## src/logic/pgcm_pkg.sv

```systemverilog
// Package of offsets, fields, reset values and codes for the GPIO control map
package pgcm_pkg;
    // Register byte offsets on the AXI4-Lite slave
    localparam logic [7:0] OFF_CTRL   = 8'h00; // Wake mask, retention, cmds
    localparam logic [7:0] OFF_STATUS = 8'h04; // Machine state and flags
    localparam logic [7:0] OFF_FUNC   = 8'h08; // GPIO function select
    localparam logic [7:0] OFF_GPO    = 8'h0c; // GPIO output values
    localparam logic [7:0] OFF_GPI    = 8'h10; // Synchronised pin levels
    // Control register fields
    localparam int CTRL_LPW_UNMASK = 0;  // Low-power wake unmask
    localparam int CTRL_RET        = 1;  // Retention control level
    localparam int CTRL_RST_REL    = 2;  // Release main reset output
    // Reset values
    localparam logic [31:0] CTRL_RST = 32'h0000_0000; // Wake masked
    localparam logic [31:0] FUNC_RST = 32'h0000_0000; // Default functions
    localparam logic [31:0] GPO_RST  = 32'h0000_0000;
    // Number of reassignable GPIOs
    localparam int NGPIO = 8;
    // AXI responses
    localparam logic [1:0] RESP_OKAY   = 2'h0;
    localparam logic [1:0] RESP_SLVERR = 2'h2;
    // Combined power state machine
    typedef enum logic [1:0] {
        PGCM_OFF    = 2'b00,
        PGCM_ACTIVE = 2'b01,
        PGCM_MCU    = 2'b10
    } pgcm_state_e;
    // Regulator mode of the first linear regulator
    localparam logic REG_MODE_LDO    = 1'b0; // 1.8 V regulating
    localparam logic REG_MODE_BYPASS = 1'b1; // 3.3 V bypass
endpackage

```

## src/logic/pgcm_top.sv

```systemverilog
// Control-signal and GPIO-function logic of the dual controller pair
//
// Local design decisions: the AXI4-Lite interface to the registers and the address map.

// What this block does
// - Primary and secondary keep one shared state
// - Secondary enable follows primary internal regulator
// - Second wake input enters MCU-only state
// - Either first wake input enters ACTIVE state
// - Low-power wake masked until software unmasks
// - SD select pin is pulled-down input
// - Rising SD select edge bypasses regulator, 3.3V
// - Falling SD select edge regulates, 1.8V
// - Watchdog state latched, pin then reassignable
// - GPIOs come up in default function
// - Unneeded GPIOs software reconfigurable
// - Key signals work in low-power modes
module pgcm_top (
    // Clock and reset
    input  wire logic              aclk,
    input  wire logic              aresetn,
    // AXI4-Lite write
    input  wire logic [7:0]        s_axi_awaddr,
    input  wire logic              s_axi_awvalid,
    output logic                   s_axi_awready,
    input  wire logic [31:0]       s_axi_wdata,
    input  wire logic [3:0]        s_axi_wstrb,
    input  wire logic              s_axi_wvalid,
    output logic                   s_axi_wready,
    output logic [1:0]             s_axi_bresp,
    output logic                   s_axi_bvalid,
    input  wire logic              s_axi_bready,
    // AXI4-Lite read
    input  wire logic [7:0]        s_axi_araddr,
    input  wire logic              s_axi_arvalid,
    output logic                   s_axi_arready,
    output logic [31:0]            s_axi_rdata,
    output logic [1:0]             s_axi_rresp,
    output logic                   s_axi_rvalid,
    input  wire logic              s_axi_rready,
    // Pins
    input  wire logic              internal_regulator_output,
    input  wire logic              wake_active_input,
    input  wire logic              low_power_wake_input,
    input  wire logic              wake_mcu_only_input,
    input  wire logic              sd_voltage_select,
    input  wire logic              wdog_disable_pin,
    input  wire logic [pgcm_pkg::NGPIO-1:0] gpio_in,
    // Outputs
    output logic                   secondary_enable,
    output logic [1:0]             machine_state,
    output logic                   main_reset_output,
    output logic                   regulator_bypass,
    output logic                   sd_switch_pulse,
    output logic                   watchdog_enable,
    output logic                   memory_retention_control,
    output logic [pgcm_pkg::NGPIO-1:0] gpio_out,
    output logic [pgcm_pkg::NGPIO-1:0] gpio_oe
);

    ////////////////////////////////////////////////////////////////////////
    // Input synchronisers: two flops per asynchronous pin
    localparam int NS = 6 + pgcm_pkg::NGPIO;
    logic [NS-1:0] s1_q, s1_d;       // First stage, read only by second
    logic [NS-1:0] s2_q, s2_d;       // Second stage, safe to use
    logic          sd_prev_q, sd_prev_d; // Previous SD level for edges

    // Sync next values
    always_comb begin
        s1_d = {gpio_in, wdog_disable_pin, sd_voltage_select,
                wake_mcu_only_input, low_power_wake_input,
                wake_active_input, internal_regulator_output};
        s2_d = s1_q;
        sd_prev_d = s2_q[4];
    end

    // Sync registers; SD idles low as its pulldown does
    always_ff @(posedge aclk) begin
        if (!aresetn) begin
            s1_q      <= '0;
            s2_q      <= '0;
            sd_prev_q <= 1'b0;
        end else begin
            s1_q      <= s1_d;
            s2_q      <= s2_d;
            sd_prev_q <= sd_prev_d;
        end
    end

    logic ldo_s, wk1_s, lpw_s, wk2_s, sd_s, wdd_s;
    assign ldo_s = s2_q[0];
    assign wk1_s = s2_q[1];
    assign lpw_s = s2_q[2];
    assign wk2_s = s2_q[3];
    assign sd_s  = s2_q[4];
    assign wdd_s = s2_q[5];

    logic sd_rise, sd_fall;
    assign sd_rise = sd_s & ~sd_prev_q;
    assign sd_fall = ~sd_s & sd_prev_q;

    ////////////////////////////////////////////////////////////////////////
    // Registers and AXI4-Lite slave state
    logic [31:0] ctrl_q, ctrl_d;      // Control bits
    logic [31:0] func_q, func_d;      // 1 = software function
    logic [31:0] gpo_q, gpo_d;        // Software output values
    logic        aw_q, aw_d;          // Write address held
    logic        w_q, w_d;            // Write data held
    logic [7:0]  awa_q, awa_d;
    logic [31:0] wd_q, wd_d;
    logic [3:0]  ws_q, ws_d;
    logic        bv_q, bv_d;
    logic [1:0]  br_q, br_d;
    logic        rv_q, rv_d;
    logic [31:0] rd_q, rd_d;
    logic [1:0]  rr_q, rr_d;
    logic        awrdy_q, awrdy_d;    // Write address ready
    logic        wrdy_q, wrdy_d;      // Write data ready
    logic        arrdy_q, arrdy_d;    // Read address ready

    // Byte-lane merge
    function automatic logic [31:0] merge(input logic [31:0] old,
                                          input logic [31:0] nw,
                                          input logic [3:0] st);
        logic [31:0] r;
        r = old;
        for (int i = 0; i < 4; i++) begin
            if (st[i]) r[i*8 +: 8] = nw[i*8 +: 8];
        end
        return r;
    endfunction

    // Mapped offset check
    function automatic logic mapped(input logic [7:0] a);
        return a == pgcm_pkg::OFF_CTRL || a == pgcm_pkg::OFF_STATUS ||
               a == pgcm_pkg::OFF_FUNC || a == pgcm_pkg::OFF_GPO ||
               a == pgcm_pkg::OFF_GPI;
    endfunction

    ////////////////////////////////////////////////////////////////////////
    // Power state machine and latched watchdog
    pgcm_pkg::pgcm_state_e st_q, st_d; // One machine for both controllers
    logic        rst_q, rst_d;        // Main reset output level
    logic        wde_q, wde_d;        // Watchdog enable
    logic        byp_q, byp_d;        // Regulator bypass
    logic        pls_q, pls_d;        // Switch pulse
    logic        en2_q, en2_d;        // Secondary enable
    logic [pgcm_pkg::NGPIO-1:0] go_q, go_d, oe_q, oe_d;

    // AXI and register next values
    always_comb begin
        aw_d = aw_q;   w_d = w_q;   awa_d = awa_q;
        wd_d = wd_q;   ws_d = ws_q; bv_d = bv_q;  br_d = br_q;
        rv_d = rv_q;   rd_d = rd_q; rr_d = rr_q;
        ctrl_d = ctrl_q; func_d = func_q; gpo_d = gpo_q;
        // Address and data taken in either order
        if (s_axi_awvalid && awrdy_q) begin
            aw_d = 1'b1;
            awa_d = s_axi_awaddr;
        end
        if (s_axi_wvalid && wrdy_q) begin
            w_d = 1'b1;
            wd_d = s_axi_wdata;
            ws_d = s_axi_wstrb;
        end
        // Commit once both are held
        if (aw_q && w_q) begin
            aw_d = 1'b0;
            w_d = 1'b0;
            bv_d = 1'b1;
            br_d = mapped(awa_q) ? pgcm_pkg::RESP_OKAY
                                 : pgcm_pkg::RESP_SLVERR;
            case (awa_q)
                pgcm_pkg::OFF_CTRL: ctrl_d = merge(ctrl_q, wd_q, ws_q);
                pgcm_pkg::OFF_FUNC: func_d = merge(func_q, wd_q, ws_q);
                pgcm_pkg::OFF_GPO:  gpo_d  = merge(gpo_q, wd_q, ws_q);
                default: ;
            endcase
        end
        if (bv_q && s_axi_bready) bv_d = 1'b0;
        // Each ready only while its own channel holds nothing and no response waits
        awrdy_d = !aw_d && !bv_d;
        wrdy_d = !w_d && !bv_d;
        // Read
        if (s_axi_arvalid && arrdy_q) begin
            rv_d = 1'b1;
            rr_d = pgcm_pkg::RESP_OKAY;
            case (s_axi_araddr)
                pgcm_pkg::OFF_CTRL:   rd_d = ctrl_q;
                pgcm_pkg::OFF_STATUS: rd_d = {24'h0, en2_q, byp_q, wde_q,
                                               rst_q, 2'h0, st_q};
                pgcm_pkg::OFF_FUNC:   rd_d = func_q;
                pgcm_pkg::OFF_GPO:    rd_d = gpo_q;
                pgcm_pkg::OFF_GPI:    rd_d = {{(32-pgcm_pkg::NGPIO){1'b0}},
                                               s2_q[NS-1:6]};
                default: begin
                    rd_d = 32'h0;
                    rr_d = pgcm_pkg::RESP_SLVERR;
                end
            endcase
        end else if (rv_q && s_axi_rready) begin
            rv_d = 1'b0;
        end
        arrdy_d = !rv_d; // One read in flight at a time
    end

    // Machine next values; MCU-only wake takes priority
    always_comb begin
        logic lp_ok;
        lp_ok = lpw_s & ctrl_q[pgcm_pkg::CTRL_LPW_UNMASK];
        st_d = st_q;
        en2_d = ldo_s;
        if (wk2_s) begin
            st_d = pgcm_pkg::PGCM_MCU;
        end else if (wk1_s || lp_ok) begin
            st_d = pgcm_pkg::PGCM_ACTIVE;
        end
        // Shared state reported to both controllers
        rst_d = rst_q | ctrl_q[pgcm_pkg::CTRL_RST_REL];
        // Capture strap on release edge, then hold
        wde_d = (!rst_q && rst_d) ? ~wdd_s : wde_q;
        byp_d = byp_q;
        if (sd_rise) byp_d = pgcm_pkg::REG_MODE_BYPASS;
        else if (sd_fall) byp_d = pgcm_pkg::REG_MODE_LDO;
        pls_d = sd_rise | sd_fall;
        // Default functions drive nothing until reassigned
        oe_d = func_q[pgcm_pkg::NGPIO-1:0];
        go_d = gpo_q[pgcm_pkg::NGPIO-1:0] & func_q[pgcm_pkg::NGPIO-1:0];
    end

    // All state registers but the input synchronisers
    always_ff @(posedge aclk) begin
        if (!aresetn) begin
            aw_q <= 1'b0; w_q <= 1'b0; awa_q <= 8'h0;
            wd_q <= 32'h0; ws_q <= 4'h0; bv_q <= 1'b0;
            br_q <= 2'h0; rv_q <= 1'b0; rd_q <= 32'h0; rr_q <= 2'h0;
            awrdy_q <= 1'b0; wrdy_q <= 1'b0; arrdy_q <= 1'b0;
            ctrl_q <= pgcm_pkg::CTRL_RST;
            func_q <= pgcm_pkg::FUNC_RST;
            gpo_q  <= pgcm_pkg::GPO_RST;
            st_q <= pgcm_pkg::PGCM_OFF;
            rst_q <= 1'b0; wde_q <= 1'b1; byp_q <= 1'b0;
            pls_q <= 1'b0; en2_q <= 1'b0;
            go_q <= '0; oe_q <= '0;
        end else begin
            aw_q <= aw_d; w_q <= w_d; awa_q <= awa_d;
            wd_q <= wd_d; ws_q <= ws_d; bv_q <= bv_d;
            br_q <= br_d; rv_q <= rv_d; rd_q <= rd_d; rr_q <= rr_d;
            awrdy_q <= awrdy_d; wrdy_q <= wrdy_d; arrdy_q <= arrdy_d;
            ctrl_q <= ctrl_d; func_q <= func_d; gpo_q <= gpo_d;
            st_q <= st_d;
            rst_q <= rst_d; wde_q <= wde_d; byp_q <= byp_d;
            pls_q <= pls_d; en2_q <= en2_d;
            go_q <= go_d; oe_q <= oe_d;
        end
    end

    ////////////////////////////////////////////////////////////////////////
    // Outputs straight from flops
    assign s_axi_awready = awrdy_q;
    assign s_axi_wready  = wrdy_q;
    assign s_axi_bvalid  = bv_q;
    assign s_axi_bresp   = br_q;
    assign s_axi_arready = arrdy_q;
    assign s_axi_rvalid  = rv_q;
    assign s_axi_rdata   = rd_q;
    assign s_axi_rresp   = rr_q;
    assign secondary_enable = en2_q;
    assign machine_state = st_q;
    assign main_reset_output = rst_q;
    assign regulator_bypass = byp_q;
    assign sd_switch_pulse = pls_q;
    assign watchdog_enable = wde_q;
    assign memory_retention_control = ctrl_q[pgcm_pkg::CTRL_RET];
    assign gpio_out = go_q;
    assign gpio_oe = oe_q;

endmodule // pgcm_top

```

## config.mk

```make
export PLATFORM = sky130hd
export DESIGN_NAME = pgcm_top
export DESIGN_NICKNAME = d
export VERILOG_FILES = /design/src/logic/pgcm_pkg.sv /design/src/logic/pgcm_top.sv
export SDC_FILE = /design/constraint.sdc
export NUM_CORES = 1
export LEC_CHECK = 0
export CORE_MARGIN = 5
export CORE_UTILIZATION = 40
export CTS_BUF_LIST = sky130_fd_sc_hd__clkbuf_4
export DETAILED_ROUTE_END_ITERATION = 10
export DONT_BUFFER_PORTS = 1
export PLACE_DENSITY_LB_ADDON = 0.12
export SLEW_MARGIN = 25
export SYNTH_ARGS = -nofsm -noshare
export SYNTH_HDL_FRONTEND = slang
export SYNTH_SLANG_ARGS = --single-unit
export TNS_END_PERCENT = 5
```

## constraint.sdc

```tcl
create_clock -name aclk -period 2.45 [get_ports aclk]
set_clock_uncertainty 0.2 [all_clocks]
set_input_delay 0.245 -clock aclk [delete_from_list [all_inputs] [get_ports aclk]]
set_output_delay 0.245 -clock aclk [all_outputs]
set_load 0.02 [all_outputs]
```

==> results <==
- Setup violations remaining at the end of the flow were counted as 0.
- After the last flow step, the layout net total stands at 1198.
- The remaining routing DRC violations is 0.
- The flow ran to the end, and the final reports show no timing, DRC or antenna violations.
- The worst setup path is of the register to register kind.
- Dividing the detail-routed wire length by the instance count gives 16.6 um.
- The clock share of power is between 40% and 50%.
- The via density per instance is 5.07.
- The total overflow reported by the global router is 0.
- Setup repair after global routing left no endpoint under its margin.
- The die boundary width is 157 um.
- Counting the buffers created by CTS gives between 60 and 70.
- The largest fanout on the critical path is 5.
- The commonest non-fill, non-tap cell in the layout is sky130_fd_sc_hd__dfxtp_1.
- The largest net degree at the start of global routing is 129.
- The hold path depth is 2.
- The area growth from synthesis to layout is 34.1%.
- The power share of the sequential group is between 40% and 50%.
- The later-pin clock latency in the skew report is about 640 ps.
- The path type of the worst min-delay path is primary input to register.
- The initial antenna violation count is 1.
- The data required time of the worst path is 2830 ps.
- In the synthesized netlist, the number of instances is between 900 and 1000.
- The final sum of negative setup slack is 0 ps.
- The number of setup buffers added after CTS is 0.
- The global placer's final weighted congestion is approximately 0.77.
- The number of warnings printed during yosys synthesis is 0.
- The deepest level of the CTS H-tree is 3.
- The analysis attributes to net switching a power of between 1.5 and 2 mW.
- The critical path starts at s_axi_arready$_SDFF_PN0_.
- The area share of the leading cell type in the synthesized netlist is 54.2%.
- The worst-case reg-to-reg path depth is 5.
- The total standard cell area after synthesis is ~8600 sq um.
- The kind of start point of the critical path is a register.
- The fraction of layout instances using a drive strength above 1 is 13.7%.
- The number of slew-limit violations in the final report is 0.
- The internal power is 6.11 mW.
- The startpoint identified for the worst register-to-register timing path is s_axi_arready$_SDFF_PN0_.
- Synthesis inferred approximately 230 register bits.
- The number of I/O pins is about 140.
- The relative max-transition margin is between 50 and 60%.
- The first TritonRoute pass finished after 5 iterations.
- After clock tree synthesis, the clock-pin slew on the worst setup and hold paths is ~70 ps.
- At the pin with the least slew margin, the transition time is approximately 640 ps.
- Yosys mapped a number of flops with a built-in enable equal to 0.
- The peak supply drop is 0.352 mV.
- The first-iteration detailed-routing DRC count is between 300 and 400.
- The first global-routing pass estimated 38200 um of wire.
- The mean instance size in the synthesized netlist is ~9.3 sq um.
- The count of placed standard cells in the final layout, fillers left out is about 1400.
- The post-route antenna net violation count is 0.
- In the layout the commonest cells are sky130_fd_sc_hd__dfxtp_1 (231), sky130_fd_sc_hd__nand2_1 (188), sky130_fd_sc_hd__dlygate4sd3_1 (185), sky130_fd_sc_hd__o21ai_0 (106), sky130_fd_sc_hd__clkbuf_4 (96).
- The primary flip-flop cell chosen by synthesis mapping is sky130_fd_sc_hd__dfxtp_1.
- The worst path arrival time is approximately 2700 ps.
- The number of global-route vias before repair is between 7000 and 8000.
- The leakage power is between 4 and 5 nW.
- The shortest clock period the worst path allows after layout is around 2300 ps.
- The number of distinct library cells after synthesis is 42.
- The hold path startpoint is aresetn.
- The highest attainable clock frequency is 426 MHz.
- The sequential-to-total area share from yosys stat is 54.2%.
- Dividing the final minimum period by the clock period gives a little over nine tenths.
- The cell accounting for the most synthesized area is sky130_fd_sc_hd__dfxtp_1.
- The starting utilization of the core area is about two fifths.
- The TritonCTS clock tree is yes.
- In the global route stage, overall resource usage came out at 19.5%.
- The sum of net half-perimeters after detailed placement is 13600 um.
- The die covers 24500 sq um.
- The routed layout has between 7000 and 8000 vias.
- The final layout contains routed wiring with a total length of 24000 um.
- Clock tree synthesis found a total of 233 sinks.
- The final hold violation count is 0.
- The library cell used as clock root buffer is sky130_fd_sc_hd__clkbuf_4.
- After synthesis, the share of flip-flops with an asynchronous set or reset is 0%.
- The longest clock path from root to sink contains 3 buffers.
- In this run the power density over the cells is ~690 nW/um^2.
- The critical path capture point type is a register.
- The core area is between 20000 and 25000 sq um.
- The die outline height is ~160 um.
- Combinational logic is responsible for ~5.9% of the overall power.
- The floorplan row count is 53.
- The count of buffers from port buffering is 0.
- The number of placed cells counting well taps is roughly 1100.
- In the post-synthesis netlist, the biggest area contributors are sky130_fd_sc_hd__dfxtp_1 (54%), sky130_fd_sc_hd__nand2_1 (8.2%), sky130_fd_sc_hd__o21ai_0 (6.2%).
- The total of max-cap violations is 0.
- The share of total power consumed by net switching is about a quarter.
## area by class of cell
type,count,area [sq um]
Fill cell,1895,9550
Sequential cell,233,4670
Multi-Input combinational cell,616,3640
Timing Repair Buffer,203,2040
Clock buffer,96,721
Tap cell,275,344
Clock inverter,14,106
Inverter,4,15.0
Antenna cell,1,2.50
## cells in the mapped netlist, drive strengths merged, types with 5 or more instances
| library cell | count |
|---|---|
| a21boi | 45 |
| a21oi | 7 |
| a22oi | 30 |
| and2 | 48 |
| and3 | 14 |
| buf | 19 |
| clkbuf | 49 |
| dfxtp | 233 |
| mux2 | 28 |
| mux2i | 27 |
| nand2 | 188 |
| nand3 | 65 |
| nand4 | 9 |
| nor2b | 5 |
| o21ai | 106 |
## worst paths after layout
| check | to | slack, ps |
|---|---|---|
| worst min register to register | s2_q[3]$_SDFF_PN0_ | 260 |
| worst min-delay path | s1_q[10]$_SDFF_PN0_ | 80 |
| worst max-delay path | s_axi_rdata[6]$_SDFFE_PN0P_ | 100 |
| worst max register to register | s_axi_rdata[6]$_SDFFE_PN0P_ | 100 |
## what timing repair did
item                                   in CTS  in global routing
hold buffers                              188                  1
setup endpoints to repair                   0                 11
resized for setup                           0                  6
endpoints found under the hold margin     233                  1
## flip-flops by register name (all words and copies together), names as in the netlist, 2 cells and up
signal	cells
s2_q	14
gpio_oe	8
wd_q	32
ctrl_q	32
func_q	32
s_axi_rdata	32
ws_q	4
gpio_out	8
gpo_q	32
machine_state	2
s1_q	14
awa_q	8
## metal layers
layer  global-route usage, %  routed length, um  part of all wire [%]
met5                       0                  0                     0
met4                    7.69                508                   2.1
met3                    5.25               1550                   6.5
met2                    32.1              11400                    48
met1                    24.6              10500                    44
## power groups by stage
stage	combinational (mW)	clock [mW]	sequential (mW)
2_1_floorplan	0.233	0	3.98
3_3_place_gp	0.214	0	4.00
3_5_place_dp	0.220	0	4.00
4_1_cts	0.463	3.70	3.92
5_1_grt	0.514	3.94	3.92
6_report	0.473	3.58	3.92
## critical path: stages, from the launching register on
cell and delay (ps):
sky130_fd_sc_hd__dfxtp_1 480, sky130_fd_sc_hd__nor4bb_1 470, sky130_fd_sc_hd__nand3b_1 250, sky130_fd_sc_hd__o21ai_0 190, sky130_fd_sc_hd__and2_1 130, sky130_fd_sc_hd__dlygate4sd3_1 540
## cells by family (layout without fill, tap and decap cells)
group | count (synthesis) | count (layout) | synth area share, %
mux | 59 | 59 | 7.86
fa+ha+maj | 1 | 1 | 0.145
buf+inv | 72 | 317 | 3.55
compound gates | 200 | 200 | 14.3
flops | 233 | 233 | 54.2
simple gates | 354 | 354 | 19.9
other cells | 1 | 3 | 0.0436
## per-stage QoR
stage	worst slack [ps]	power (mW)	util [%]	hold WS, ps	cell area [sq um]
2_1_floorplan	475	4.22	-	172	8600
3_3_place_gp	364	4.21	41.6	166	8760
3_5_place_dp	315	4.22	41.6	170	8770
4_1_cts	26.8	8.08	54.6	0.459	11500
5_1_grt	12.9	8.38	54.7	2.36	11500
6_report	103	7.97	54.7	75.7	11500
Note: power is estimated with default switching activity, not from simulation.
